$ cat config.mk
export PLATFORM = sky130hd
export DESIGN_NAME = crsel_top
export DESIGN_NICKNAME = d
export VERILOG_FILES = /design/src/verilog/crsel_pkg.sv /design/src/verilog/crsel_chan.sv /design/src/verilog/crsel_top.sv
export SDC_FILE = /design/constraint.sdc
export NUM_CORES = 1
export LEC_CHECK = 0
export BUFFER_PORTS_ARGS = -buffer_cell sky130_fd_sc_hd__buf_4
export CAP_MARGIN = 30
export CELL_PAD_IN_SITES_DETAIL_PLACEMENT = 2
export CELL_PAD_IN_SITES_GLOBAL_PLACEMENT = 2
export CORE_ASPECT_RATIO = 2
export CORE_MARGIN = 1
export CORE_UTILIZATION = 39
export CTS_BUF_LIST = sky130_fd_sc_hd__clkbuf_16
export DETAILED_ROUTE_END_ITERATION = 8
export PLACE_DENSITY_LB_ADDON = 0.1
export SLEW_MARGIN = 20
export SYNTH_ARGS = -nofsm -noshare
export SYNTH_HDL_FRONTEND = slang
export SYNTH_SLANG_ARGS = --single-unit
$ cat constraint.sdc
create_clock -name ref_clk -period 4.55 [get_ports ref_clk]
set_input_delay 0.2275 -clock ref_clk [delete_from_list [all_inputs] [get_ports ref_clk]]
set_output_delay 0.2275 -clock ref_clk [all_outputs]
set_load 0.1 [all_outputs]
$ cat src/verilog/crsel_pkg.sv
package crsel_pkg;
  // register addresses
  localparam logic [7:0] CRSEL_ADDR_SELECT = 8'hff;
  localparam logic [7:0] CRSEL_ADDR_CH_RESET = 8'h00;
  localparam logic [7:0] CRSEL_ADDR_CH_STATUS = 8'h01;
  // select register fields
  localparam int CRSEL_SEL_BCAST_BIT = 3;
  localparam int CRSEL_SEL_EN_BIT = 2;
  localparam int CRSEL_SEL_CH_MSB = 1;
  localparam int CRSEL_SEL_CH_LSB = 0;
  localparam logic [7:0] CRSEL_SEL_RESET = 8'h00;
  // channel reset control fields
  localparam int CRSEL_CTL_CORE_BIT = 3;
  localparam int CRSEL_CTL_REGS_BIT = 2;
  localparam int CRSEL_CTL_REF_BIT = 1;
  localparam int CRSEL_CTL_OSC_BIT = 0;
  localparam logic [7:0] CRSEL_CTL_RESET = 8'h00;
  // channel status fields
  localparam int CRSEL_ST_RW_LSB = 5;
  localparam logic [2:0] CRSEL_ST_RW_RESET = 3'h0;
  localparam int CRSEL_ST_LOCK_BIT = 4;
  localparam int CRSEL_ST_SIG_BIT = 0;
  // value returned for the unreadable select register and unmapped channel addresses
  localparam logic [7:0] CRSEL_UNDEF_READ = 8'h00;
  localparam int CRSEL_NUM_CH = 4;

  // one register access from the bus protocol engine
  typedef struct packed {
    logic wr;
    logic rd;
    logic [7:0] addr;
    logic [7:0] wdata;
  } crsel_acc_s;

  // per-channel reset levels
  typedef struct packed {
    logic core_rst;
    logic refclock_domain_reset;
    logic osc_divider_domain_reset;
  } crsel_chctl_s;

  // a write reaches channel idx when broadcasting or when idx is the target
  function automatic logic crsel_wr_hit(input logic [7:0] sel, input logic [1:0] idx);
    crsel_wr_hit = sel[CRSEL_SEL_BCAST_BIT] || (sel[CRSEL_SEL_CH_MSB:CRSEL_SEL_CH_LSB] == idx);
  endfunction
endpackage

$ cat src/verilog/crsel_chan.sv
`timescale 1ns/1ps
module crsel_chan
  import crsel_pkg::*;
(
  input wire logic ref_clk,
  input wire logic rst,
  input wire logic wr_en,
  input wire logic rd_en,
  input wire logic [7:0] addr,
  input wire logic [7:0] wdata,
  output logic [7:0] rdata,
  input wire logic cdr_lock_pin,
  input wire logic sig_det_pin,
  output crsel_chctl_s ctl
);
  logic [7:0] ctl_q, ctl_d;
  logic [2:0] st_rw_q, st_rw_d;
  logic lock_lost_q, lock_lost_d, sig_lost_q, sig_lost_d;
  logic [2:0] lock_sync_q, sig_sync_q;

  // address decode
  wire hit_ctl = addr == CRSEL_ADDR_CH_RESET;
  wire hit_st = addr == CRSEL_ADDR_CH_STATUS;
  wire regs_rst = rst || ctl_q[CRSEL_CTL_REGS_BIT];
  wire lock_fall = lock_sync_q[2] && !lock_sync_q[1];
  wire sig_fall = sig_sync_q[2] && !sig_sync_q[1];
  wire st_read = rd_en && hit_st;

  // next state; read-only status bits ignore writes, set wins over clear-on-read
  assign ctl_d = (wr_en && hit_ctl) ? wdata : ctl_q;
  assign st_rw_d = (wr_en && hit_st) ? wdata[7:CRSEL_ST_RW_LSB] : st_rw_q;
  assign lock_lost_d = lock_fall || (lock_lost_q && !st_read);
  assign sig_lost_d = sig_fall || (sig_lost_q && !st_read);

  // read data of this channel set
  assign rdata = hit_ctl ? ctl_q :
                 hit_st ? {st_rw_q, lock_lost_q, 3'h0, sig_lost_q} : CRSEL_UNDEF_READ;

  // reset levels toward this channel only
  assign ctl.core_rst = ctl_q[CRSEL_CTL_CORE_BIT];
  assign ctl.refclock_domain_reset = ctl_q[CRSEL_CTL_REF_BIT];
  assign ctl.osc_divider_domain_reset = ctl_q[CRSEL_CTL_OSC_BIT];

  // status pin synchronisers, stage 0 read only by stage 1
  always_ff @(posedge ref_clk) begin
    if (rst) begin
      lock_sync_q <= 3'h0;
      sig_sync_q <= 3'h0;
    end else begin
      lock_sync_q <= {lock_sync_q[1:0], cdr_lock_pin};
      sig_sync_q <= {sig_sync_q[1:0], sig_det_pin};
    end
  end

  // channel register set, restored to defaults by its own reset bit
  always_ff @(posedge ref_clk) begin
    if (regs_rst) begin
      ctl_q <= CRSEL_CTL_RESET;
      st_rw_q <= CRSEL_ST_RW_RESET;
      lock_lost_q <= 1'b0;
      sig_lost_q <= 1'b0;
    end else begin
      ctl_q <= ctl_d;
      st_rw_q <= st_rw_d;
      lock_lost_q <= lock_lost_d;
      sig_lost_q <= sig_lost_d;
    end
  end
endmodule

$ cat src/verilog/crsel_top.sv
`timescale 1ns/1ps
// Operation
// - broadcast bit writes all four channel sets
// - reads come only from the target channel
// - enable clear sends accesses to shared set
// - enabled access hits selected channel's register
// - writes to select address always update it
// - select register reads return undefined value
// - select values map shared, channel, broadcast
// - selection persists until rewritten by host
// - four independent complete channel register sets
// - control bit three holds core in reset
// - control bit two restores channel register defaults
// - bits one, zero reset clock domains
// - status bit four flags lock loss, clears-on-read
// - status bit zero flags lost input signal
// - writes to read-only bits are ignored
module crsel_top
  import crsel_pkg::*;
(
  input wire logic ref_clk,
  input wire logic rst,
  input crsel_acc_s acc,
  input wire logic [7:0] shared_rdata,
  input wire logic [3:0] cdr_lock_pin,
  input wire logic [3:0] sig_det_pin,
  output logic shared_wr,
  output logic shared_rd,
  output logic [7:0] rdata_q,
  output logic rd_valid_q,
  output crsel_chctl_s [3:0] chan_ctl
);
  logic [7:0] sel_q, sel_d;
  logic [7:0] rdata_d;
  logic [3:0] ch_wr, ch_rd;
  logic [7:0] ch_rdata [CRSEL_NUM_CH];
  logic [3:0] core_vec;
  logic [3:0] ref_vec, osc_vec;

  // selection decode
  wire is_sel_addr = acc.addr == CRSEL_ADDR_SELECT;
  wire chan_en = sel_q[CRSEL_SEL_EN_BIT];
  wire bcast = sel_q[CRSEL_SEL_BCAST_BIT];
  wire [1:0] tgt = sel_q[CRSEL_SEL_CH_MSB:CRSEL_SEL_CH_LSB];
  wire chan_path = chan_en && !is_sel_addr;

  // shared set strobes; the select register itself lives here
  assign shared_wr = acc.wr && !chan_path && !is_sel_addr;
  assign shared_rd = acc.rd && !chan_path && !is_sel_addr;

  // select register takes every write to its address
  assign sel_d = (acc.wr && is_sel_addr) ? acc.wdata : sel_q;

  // read mux: select address undefined, else target channel or shared set
  assign rdata_d = is_sel_addr ? CRSEL_UNDEF_READ :
                   chan_en ? ch_rdata[tgt] : shared_rdata;

  // four channel register sets
  for (genvar i = 0; i < CRSEL_NUM_CH; i++) begin : g_ch
    assign ch_wr[i] = acc.wr && chan_path && crsel_wr_hit(sel_q, 2'(i));
    assign ch_rd[i] = acc.rd && chan_path && (tgt == 2'(i));
    assign core_vec[i] = chan_ctl[i].core_rst;
    assign ref_vec[i] = chan_ctl[i].refclock_domain_reset;
    assign osc_vec[i] = chan_ctl[i].osc_divider_domain_reset;
    crsel_chan u_chan (
      .ref_clk(ref_clk),
      .rst(rst),
      .wr_en(ch_wr[i]),
      .rd_en(ch_rd[i]),
      .addr(acc.addr),
      .wdata(acc.wdata),
      .rdata(ch_rdata[i]),
      .cdr_lock_pin(cdr_lock_pin[i]),
      .sig_det_pin(sig_det_pin[i]),
      .ctl(chan_ctl[i])
    );
  end

  // select register and registered read answer
  always_ff @(posedge ref_clk) begin
    if (rst) begin
      sel_q <= CRSEL_SEL_RESET;
      rdata_q <= 8'h00;
      rd_valid_q <= 1'b0;
    end else begin
      sel_q <= sel_d;
      if (acc.rd) begin
        rdata_q <= rdata_d;
      end
      rd_valid_q <= acc.rd;
    end
  end

  // helpers for the checks below
  wire tgt_core = core_vec[tgt];
  wire wd_core = acc.wdata[CRSEL_CTL_CORE_BIT];
  wire ctl_wr = acc.wr && acc.addr == CRSEL_ADDR_CH_RESET;
  wire ctl_rd = acc.rd && acc.addr == CRSEL_ADDR_CH_RESET;
  wire wd_ref = acc.wdata[CRSEL_CTL_REF_BIT];
  wire wd_osc = acc.wdata[CRSEL_CTL_OSC_BIT];
  wire any_acc = acc.wr || acc.rd;
  wire tgt_ref = ref_vec[tgt];
  wire tgt_osc = osc_vec[tgt];
  wire [7:0] tgt_rdata = ch_rdata[tgt];
  wire [3:0] tgt_onehot = 4'h1 << tgt;
  wire [3:0] sel_code = sel_q[CRSEL_SEL_BCAST_BIT:CRSEL_SEL_CH_LSB];
  wire unmapped = !is_sel_addr && acc.addr != CRSEL_ADDR_CH_RESET && acc.addr != CRSEL_ADDR_CH_STATUS;
endmodule

==> results of run 1 <==
[layout make-up]
| class | count | share of cell area |
|---|---|---|
| multi-input combinational | 225 | 0.399 |
| sequential | 89 | 0.394 |
| timing repair buffer | 62 | 0.105 |
| clock buffer | 9 | 0.0498 |
| tap | 104 | 0.0288 |
| clock inverter | 7 | 0.0224 |
| inverter | 2 | 0.00166 |
[Yosys cell counts, types with 3 or more instances]
library cell and n:
nand2b_1 13, nand4_1 5, nor2b_1 29, mux4_1 3, or2_2 4, o31ai_1 8
mux2i_1 50, buf_4 15, buf_2 4, mux4_2 6, nor3_1 3, a221o_1 6
nor2_1 48, dfxtp_1 89, clkbuf_1 11, a21oi_1 13, nor3b_1 6, nand2_1 7
[cells in the final DEF, fill, tap and decap left out, drive strengths merged, types with 4 or more instances in the layout]
| cell type | instances |
|---|---|
| dfxtp | 89 |
| buf | 62 |
| mux2i | 50 |
| nor2 | 48 |
| nor2b | 30 |
| nand2b | 13 |
| a21oi | 13 |
| clkbuf | 9 |
| mux4 | 9 |
| o31ai | 8 |
| nand2 | 8 |
| nand4 | 7 |
| nor3b | 6 |
| a221o | 6 |
| or2 | 4 |
| nor3 | 4 |
| inv | 4 |
| o2111ai | 4 |
[worst register-to-register path: cells and delay by family, from the launching register on]
family | cells | cell delay, ps
simple gates | 2 | 540
buf+inv | 1 | 240
compound gates | 1 | 300
flops | 1 | 400
mux | 1 | 300
[through the flow]
| stage | utilization | total power, mW | cells | setup WS [ps] |
|---|---|---|---|---|
| 5_1_grt | 0.482 | 1.81 | 498 | 2560 |
| 3_5_place_dp | 0.445 | 0.953 | 480 | 2200 |
| 4_1_cts | 0.479 | 1.77 | 496 | 2200 |
| 3_3_place_gp | 0.445 | 0.951 | 480 | 2270 |
| 2_1_floorplan | - | 0.903 | 349 | 1450 |
| 6_report | 0.482 | 1.75 | 498 | 2660 |
[power by group through the flow]
stage                     logic (mW)  registers [mW]  clock network [mW]
final                          0.135           0.801               0.816
after global routing           0.142           0.802               0.868
after CTS                      0.136           0.801               0.834
after detailed placement       0.135           0.818                   0
after global placement         0.134           0.818                   0
after floorplan               0.0530           0.850                   0
[cells by family after synthesis]
kind of cell	Yosys count	share of synthesized area
simple gates	124	0.187
buf+inv	35	0.0577
flops	89	0.470
mux	59	0.188
compound gates	42	0.0970
[routing by layer]
layer | share of wire | GRT usage | vias up
li1 | - | - | 1297
met2 | 0.58 | 0.418 | 65
met4 | 0.021 | 0.0908 | 0
met5 | 0 | 0 | -
met1 | 0.37 | 0.225 | 1419
met3 | 0.026 | 0.0376 | 16
[registers in the layout (all words and copies together), names as in the netlist, 4 cells and up]
signal and count:
g_ch.u_chan.lock_lost_q 4, g_ch.u_chan.lock_sync_q 12, sel_q 4, rdata_q 8, g_ch.u_chan.ctl_q 32, g_ch.u_chan.st_rw_q 12
g_ch.u_chan.sig_sync_q 12, g_ch.u_chan.sig_lost_q 4
[worst max-delay path by stage]
stage             start                       to  slack [ps]  cells after the start
6_report       sel_q[2]  g_ch[2].u_chan.ctl_q[0]        2660                      5
5_1_grt        sel_q[2]  g_ch[2].u_chan.ctl_q[6]        2560                      5
2_1_floorplan    acc[8]                shared_rd        1450                      5
4_1_cts        sel_q[2]               rdata_q[3]        2200                      4
3_3_place_gp    acc[12]               rdata_q[3]        2270                      5
3_5_place_dp    acc[12]               rdata_q[3]        2200                      5
==> flow_summary.ini, run 1 <==
[outcome]
status = completed

[synth]
syn_avg_cell_area_um2 = 10.9
synth_cells = 349
synth_ff_type = dfxtp_1
netlist_area_um2 = 3790
synthArstFlopShare = 0
ys_seq_area_frac = 0.470
synth_area_leaders = dfxtp_1, mux2i_1, nor2b_1
synth_top_area_frac = 0.470
synth_cell_types = 38
synth_edf_count = 0
syn-num-nets = 385
ys.warnings.count = 0
yosys.area.top_type = dfxtp_1
synth-seq-cells = 89

[sta]
setup_tns_ps = 0
fin_crit_sh = 0.416
fin_worst_skew_ps = 8.31
rsz0062_at_grt = false
final-setup-viol-count = 0
worst-slew-pin-transition_ps = 864
slew_viol_final = 0
period_needed_ps = 1890
final_hold_viol_count = 0
whs_ps = 92.8
max_freq_mhz = 529
max_slew_margin = 0.423

[worst_setup_path]
worstSetupPathType = flip-flop to flip-flop
crit_buf_inv = 1
reg2reg_depth = 5
cp_max_fo = 7
r2r-start = sel_q[2]
r2r_slack_ps = 2660
cp_top_family = simple AND/OR/NAND/NOR gates
r2r-end = g_ch[2].u_chan.ctl_q[0]
crit_chain = nor4b_4, buf_6, o2111ai_4, mux2i_1, nor2_1
crit_arrival_ps = 2110
cp.required_ps = 4770
crit_path_start_kind = flip-flop
cp_slowest_cell = nor4b_4
endpoint_kind = flip-flop
max_stage_delay_ps = 490

[pwr]
power_frac_clock = 0.466
p_int_mw = 1.33
power_switching_mw = 0.426
combPwrFrac = 0.077
switching_share = 0.243
leakagePower_nw = 2.01
pwr-share-seq = 0.457
p_per_area_nw_per_um2 = 387
ir_drop_mv = 0.211

[routing]
dr.pass1.iters = 4
drc_errors = 0
ant_nets = 0
vias_per_cell = 5.62
post_drt_wl_per_cell_um = 21.4
dr.first_iter.drc_count = 85
routed_wl_um = 10700
route.vias.total = 2797

[global_route]
grt_pass1_vias = 2998
grt_max_degree = 35
antenna_found_initial = 0
overflow = 0
grt_usage = 0.218
grt_pass1_wl_um = 16100

[layout]
fillCellCount = 985
drive_gt1_frac = 0.259
multi_input_area_um2 = 1800
diodes = 0
fin_area_um2 = 4520
num-nets-final = 425
seqCellArea_um2 = 1780
area_growth_syn_to_layout_pct = 19.2

[floorplan]
fp.dieArea_um2 = 10100
die_w_um = 71.7
rows = 50
start_util = 0.404
pin_count = 59
die_y_um = 141
core_um2 = 9380

[min_path]
hold_path_class = primary input to flip-flop
min-delay-start = sig_det_pin[1]
holdPathEnd = g_ch[1].u_chan.sig_sync_q[0]
holdPathStages = 2

[clocking]
cts_num_sinks = 89
clkLatencyLatePin_ps = 340
htree_levels = 3
clkTransAtPathRegs_ps = 70
post_cts_resize_count = 0
cts_setup_buffers = 0
cts_buffers = 9
clock_path_buffers = 2
clock-root-buffer = clkbuf_16
ctsHoldBuffers = 0
cts_tree = yes

[flow_run]
drv_cap = 0

[placement]
gp_congestion = 0.850
dpl_cell_area_um2 = 4170
numPortBuffers = 58
hpwl_um = 7280
Note: power is estimated with default switching activity, not from simulation.
==> run 2, diff against run 1 <==
--- a/config.mk
+++ b/config.mk
@@ -11,7 +11,7 @@
 export CELL_PAD_IN_SITES_GLOBAL_PLACEMENT = 2
 export CORE_ASPECT_RATIO = 2
 export CORE_MARGIN = 1
-export CORE_UTILIZATION = 39
+export CORE_UTILIZATION = 36
 export CTS_BUF_LIST = sky130_fd_sc_hd__clkbuf_16
 export DETAILED_ROUTE_END_ITERATION = 8
 export PLACE_DENSITY_LB_ADDON = 0.1
==> constraint.sdc (replaced) <==
create_clock -name ref_clk -period 1.95 [get_ports ref_clk]
set_input_delay 0.0975 -clock ref_clk [delete_from_list [all_inputs] [get_ports ref_clk]]
set_output_delay 0.0975 -clock ref_clk [all_outputs]
set_load 0.1 [all_outputs]
==> run 2 against run 1 <==
  * Clock power rose by 110%
  * Global-route usage increased by 0.077 points
  * Register-to-register slack got worse by 2600 ps
  * First-iteration DRC count is 38% higher
  * Die area increased by 8.1%
  * Sequential cell count did not move
  * Combinational power increased to 2.6 times the previous value
  * Worst setup slack worse by 2600 ps
  * Critical path type unchanged
  * Critical endpoint is now g_ch[3].u_chan.ctl_q[2]
  * Highest routed layer unchanged
==> flow_summary.ini, run 2 (synthesis gave the netlist of run 1 again) <==
[layout]
fin_area_um2 = 4710
num-nets-final = 446
largest_register_ffs = 32
area_growth_syn_to_layout_pct = 24.2
regMostFlops = g_ch.u_chan.ctl_q
layout_common_cells = dfxtp_1, buf_4, mux2i_1
diodes = 0
drive_gt1_frac = 0.265
final_common_cell = dfxtp_1

[pwr]
ir_drop_mv = 0.529
leakagePower_nw = 2.08
fin_total_pwr_mw = 3.89
p_per_area_nw_per_um2 = 825

[global_route]
grt_usage = 0.219
antenna_found_initial = 0
grt_pass1_wl_um = 17300
grt_max_degree = 35
overflow = 0
grt_pass1_vias = 3107

[worst_setup_path]
worstSetupPathType = flip-flop to flip-flop
crit_path_start_kind = flip-flop
cp_max_fo = 11
r2r-start = sel_q[2]
r2r_slack_ps = 60
crit_arrival_ps = 2090
r2r-end = g_ch[3].u_chan.ctl_q[2]
reg2reg_depth = 4
cp.required_ps = 2150
endpoint_kind = flip-flop

[clocking]
clock_path_buffers = 2
htree_levels = 3
ctsHoldBuffers = 15
cts_tree = yes
cts_setup_buffers = 0
clock-root-buffer = clkbuf_16
post_cts_resize_count = 0
cts_num_sinks = 89
clkLatencyLatePin_ps = 350
cts_buffers = 9
clkTransAtPathRegs_ps = 70

[routing]
dr.pass1.iters = 4
post_drt_wl_per_cell_um = 20.2
ant_nets = 0
drc_errors = 0
dr.first_iter.drc_count = 117
routed_wl_um = 11100
route.vias.total = 2873
vias_per_cell = 5.22

[flow_run]
drv_cap = 0

[floorplan]
die_w_um = 74.6
pin_count = 59
rows = 52
core_um2 = 10100
die_y_um = 147
fp.dieArea_um2 = 11000
start_util = 0.374

[outcome]
status = completed

[min_path]
holdPathStages = 3
hold_path_class = primary input to flip-flop
min-delay-start = acc[2]
holdPathEnd = sel_q[2]

[sta]
period_needed_ps = 1890
fin_worst_skew_ps = 9.48
final-setup-viol-count = 0
rsz0062_at_grt = false
setup_tns_ps = 0
max_freq_mhz = 528
slew_viol_final = 0
max_slew_margin = 0.622
worst-slew-pin-transition_ps = 566
final_hold_viol_count = 0
fin_crit_sh = 0.971

[placement]
gp_congestion = 0.858
dpl_cell_area_um2 = 4280
hpwl_um = 8100
numPortBuffers = 58
[run 2: changes by cell type in the layout (fill, tap and decap cells not counted), moves of 2 or more]
cell and delta:
buf_4 +8, buf_6 -2, bufinv_16 -2, dlygate4sd3_1 +15, inv_6 +2
[run 2: cell type report]
| class | instances | area (um^2) |
|---|---|---|
| fill | 1097 | 5440 |
| multi-input combinational | 225 | 1810 |
| sequential | 89 | 1780 |
| timing repair buffer | 83 | 661 |
| clock buffer | 9 | 225 |
| tap | 135 | 169 |
| clock inverter | 7 | 57.6 |
| inverter | 2 | 7.51 |
[run 2: stage by stage]
step                      instances  hold WS (ps)  worst slack [ps]  utilization
after detailed placement        519           315               140        0.422
after CTS                       550          5.08               110        0.464
after floorplan                 349           202              81.1            -
after global routing            550          6.40              53.4        0.464
after global placement          519           309               233        0.422
final                           550          9.02              56.6        0.464
[run 2: how the worst max path moves through the flow]
| stage | start | endpoint | slack, ps |
|---|---|---|---|
| 6_report | sel_q[2] | g_ch[3].u_chan.ctl_q[2] | 60 |
| 5_1_grt | sel_q[2] | g_ch[3].u_chan.ctl_q[2] | 50 |
| 4_1_cts | sel_q[2] | g_ch[3].u_chan.ctl_q[2] | 110 |
| 3_5_place_dp | sel_q[2] | g_ch[3].u_chan.ctl_q[2] | 140 |
| 3_3_place_gp | sel_q[2] | g_ch[3].u_chan.ctl_q[2] | 230 |
| 2_1_floorplan | acc[8] | shared_rd | 80 |
[run 2: where the power goes]
part | switching, mW | internal [mW]
Sequential | 0.0148 | 1.85
Clock | 0.794 | 0.882
Combinational | 0.218 | 0.127
[run 2: metal layers]
| layer | share of wire | global-route usage |
|---|---|---|
| met1 | 0.37 | 0.223 |
| met2 | 0.59 | 0.425 |
| met3 | 0.023 | 0.0274 |
| met4 | 0.018 | 0.0792 |
| met5 | 0 | 0 |
[run 2: worst max-delay path, cell delays in order, from the launching register on]
cell and delay, ps:
dfxtp_1 420, nor4b_4 230, buf_4 290, nand4_1 320
nor3b_1 480
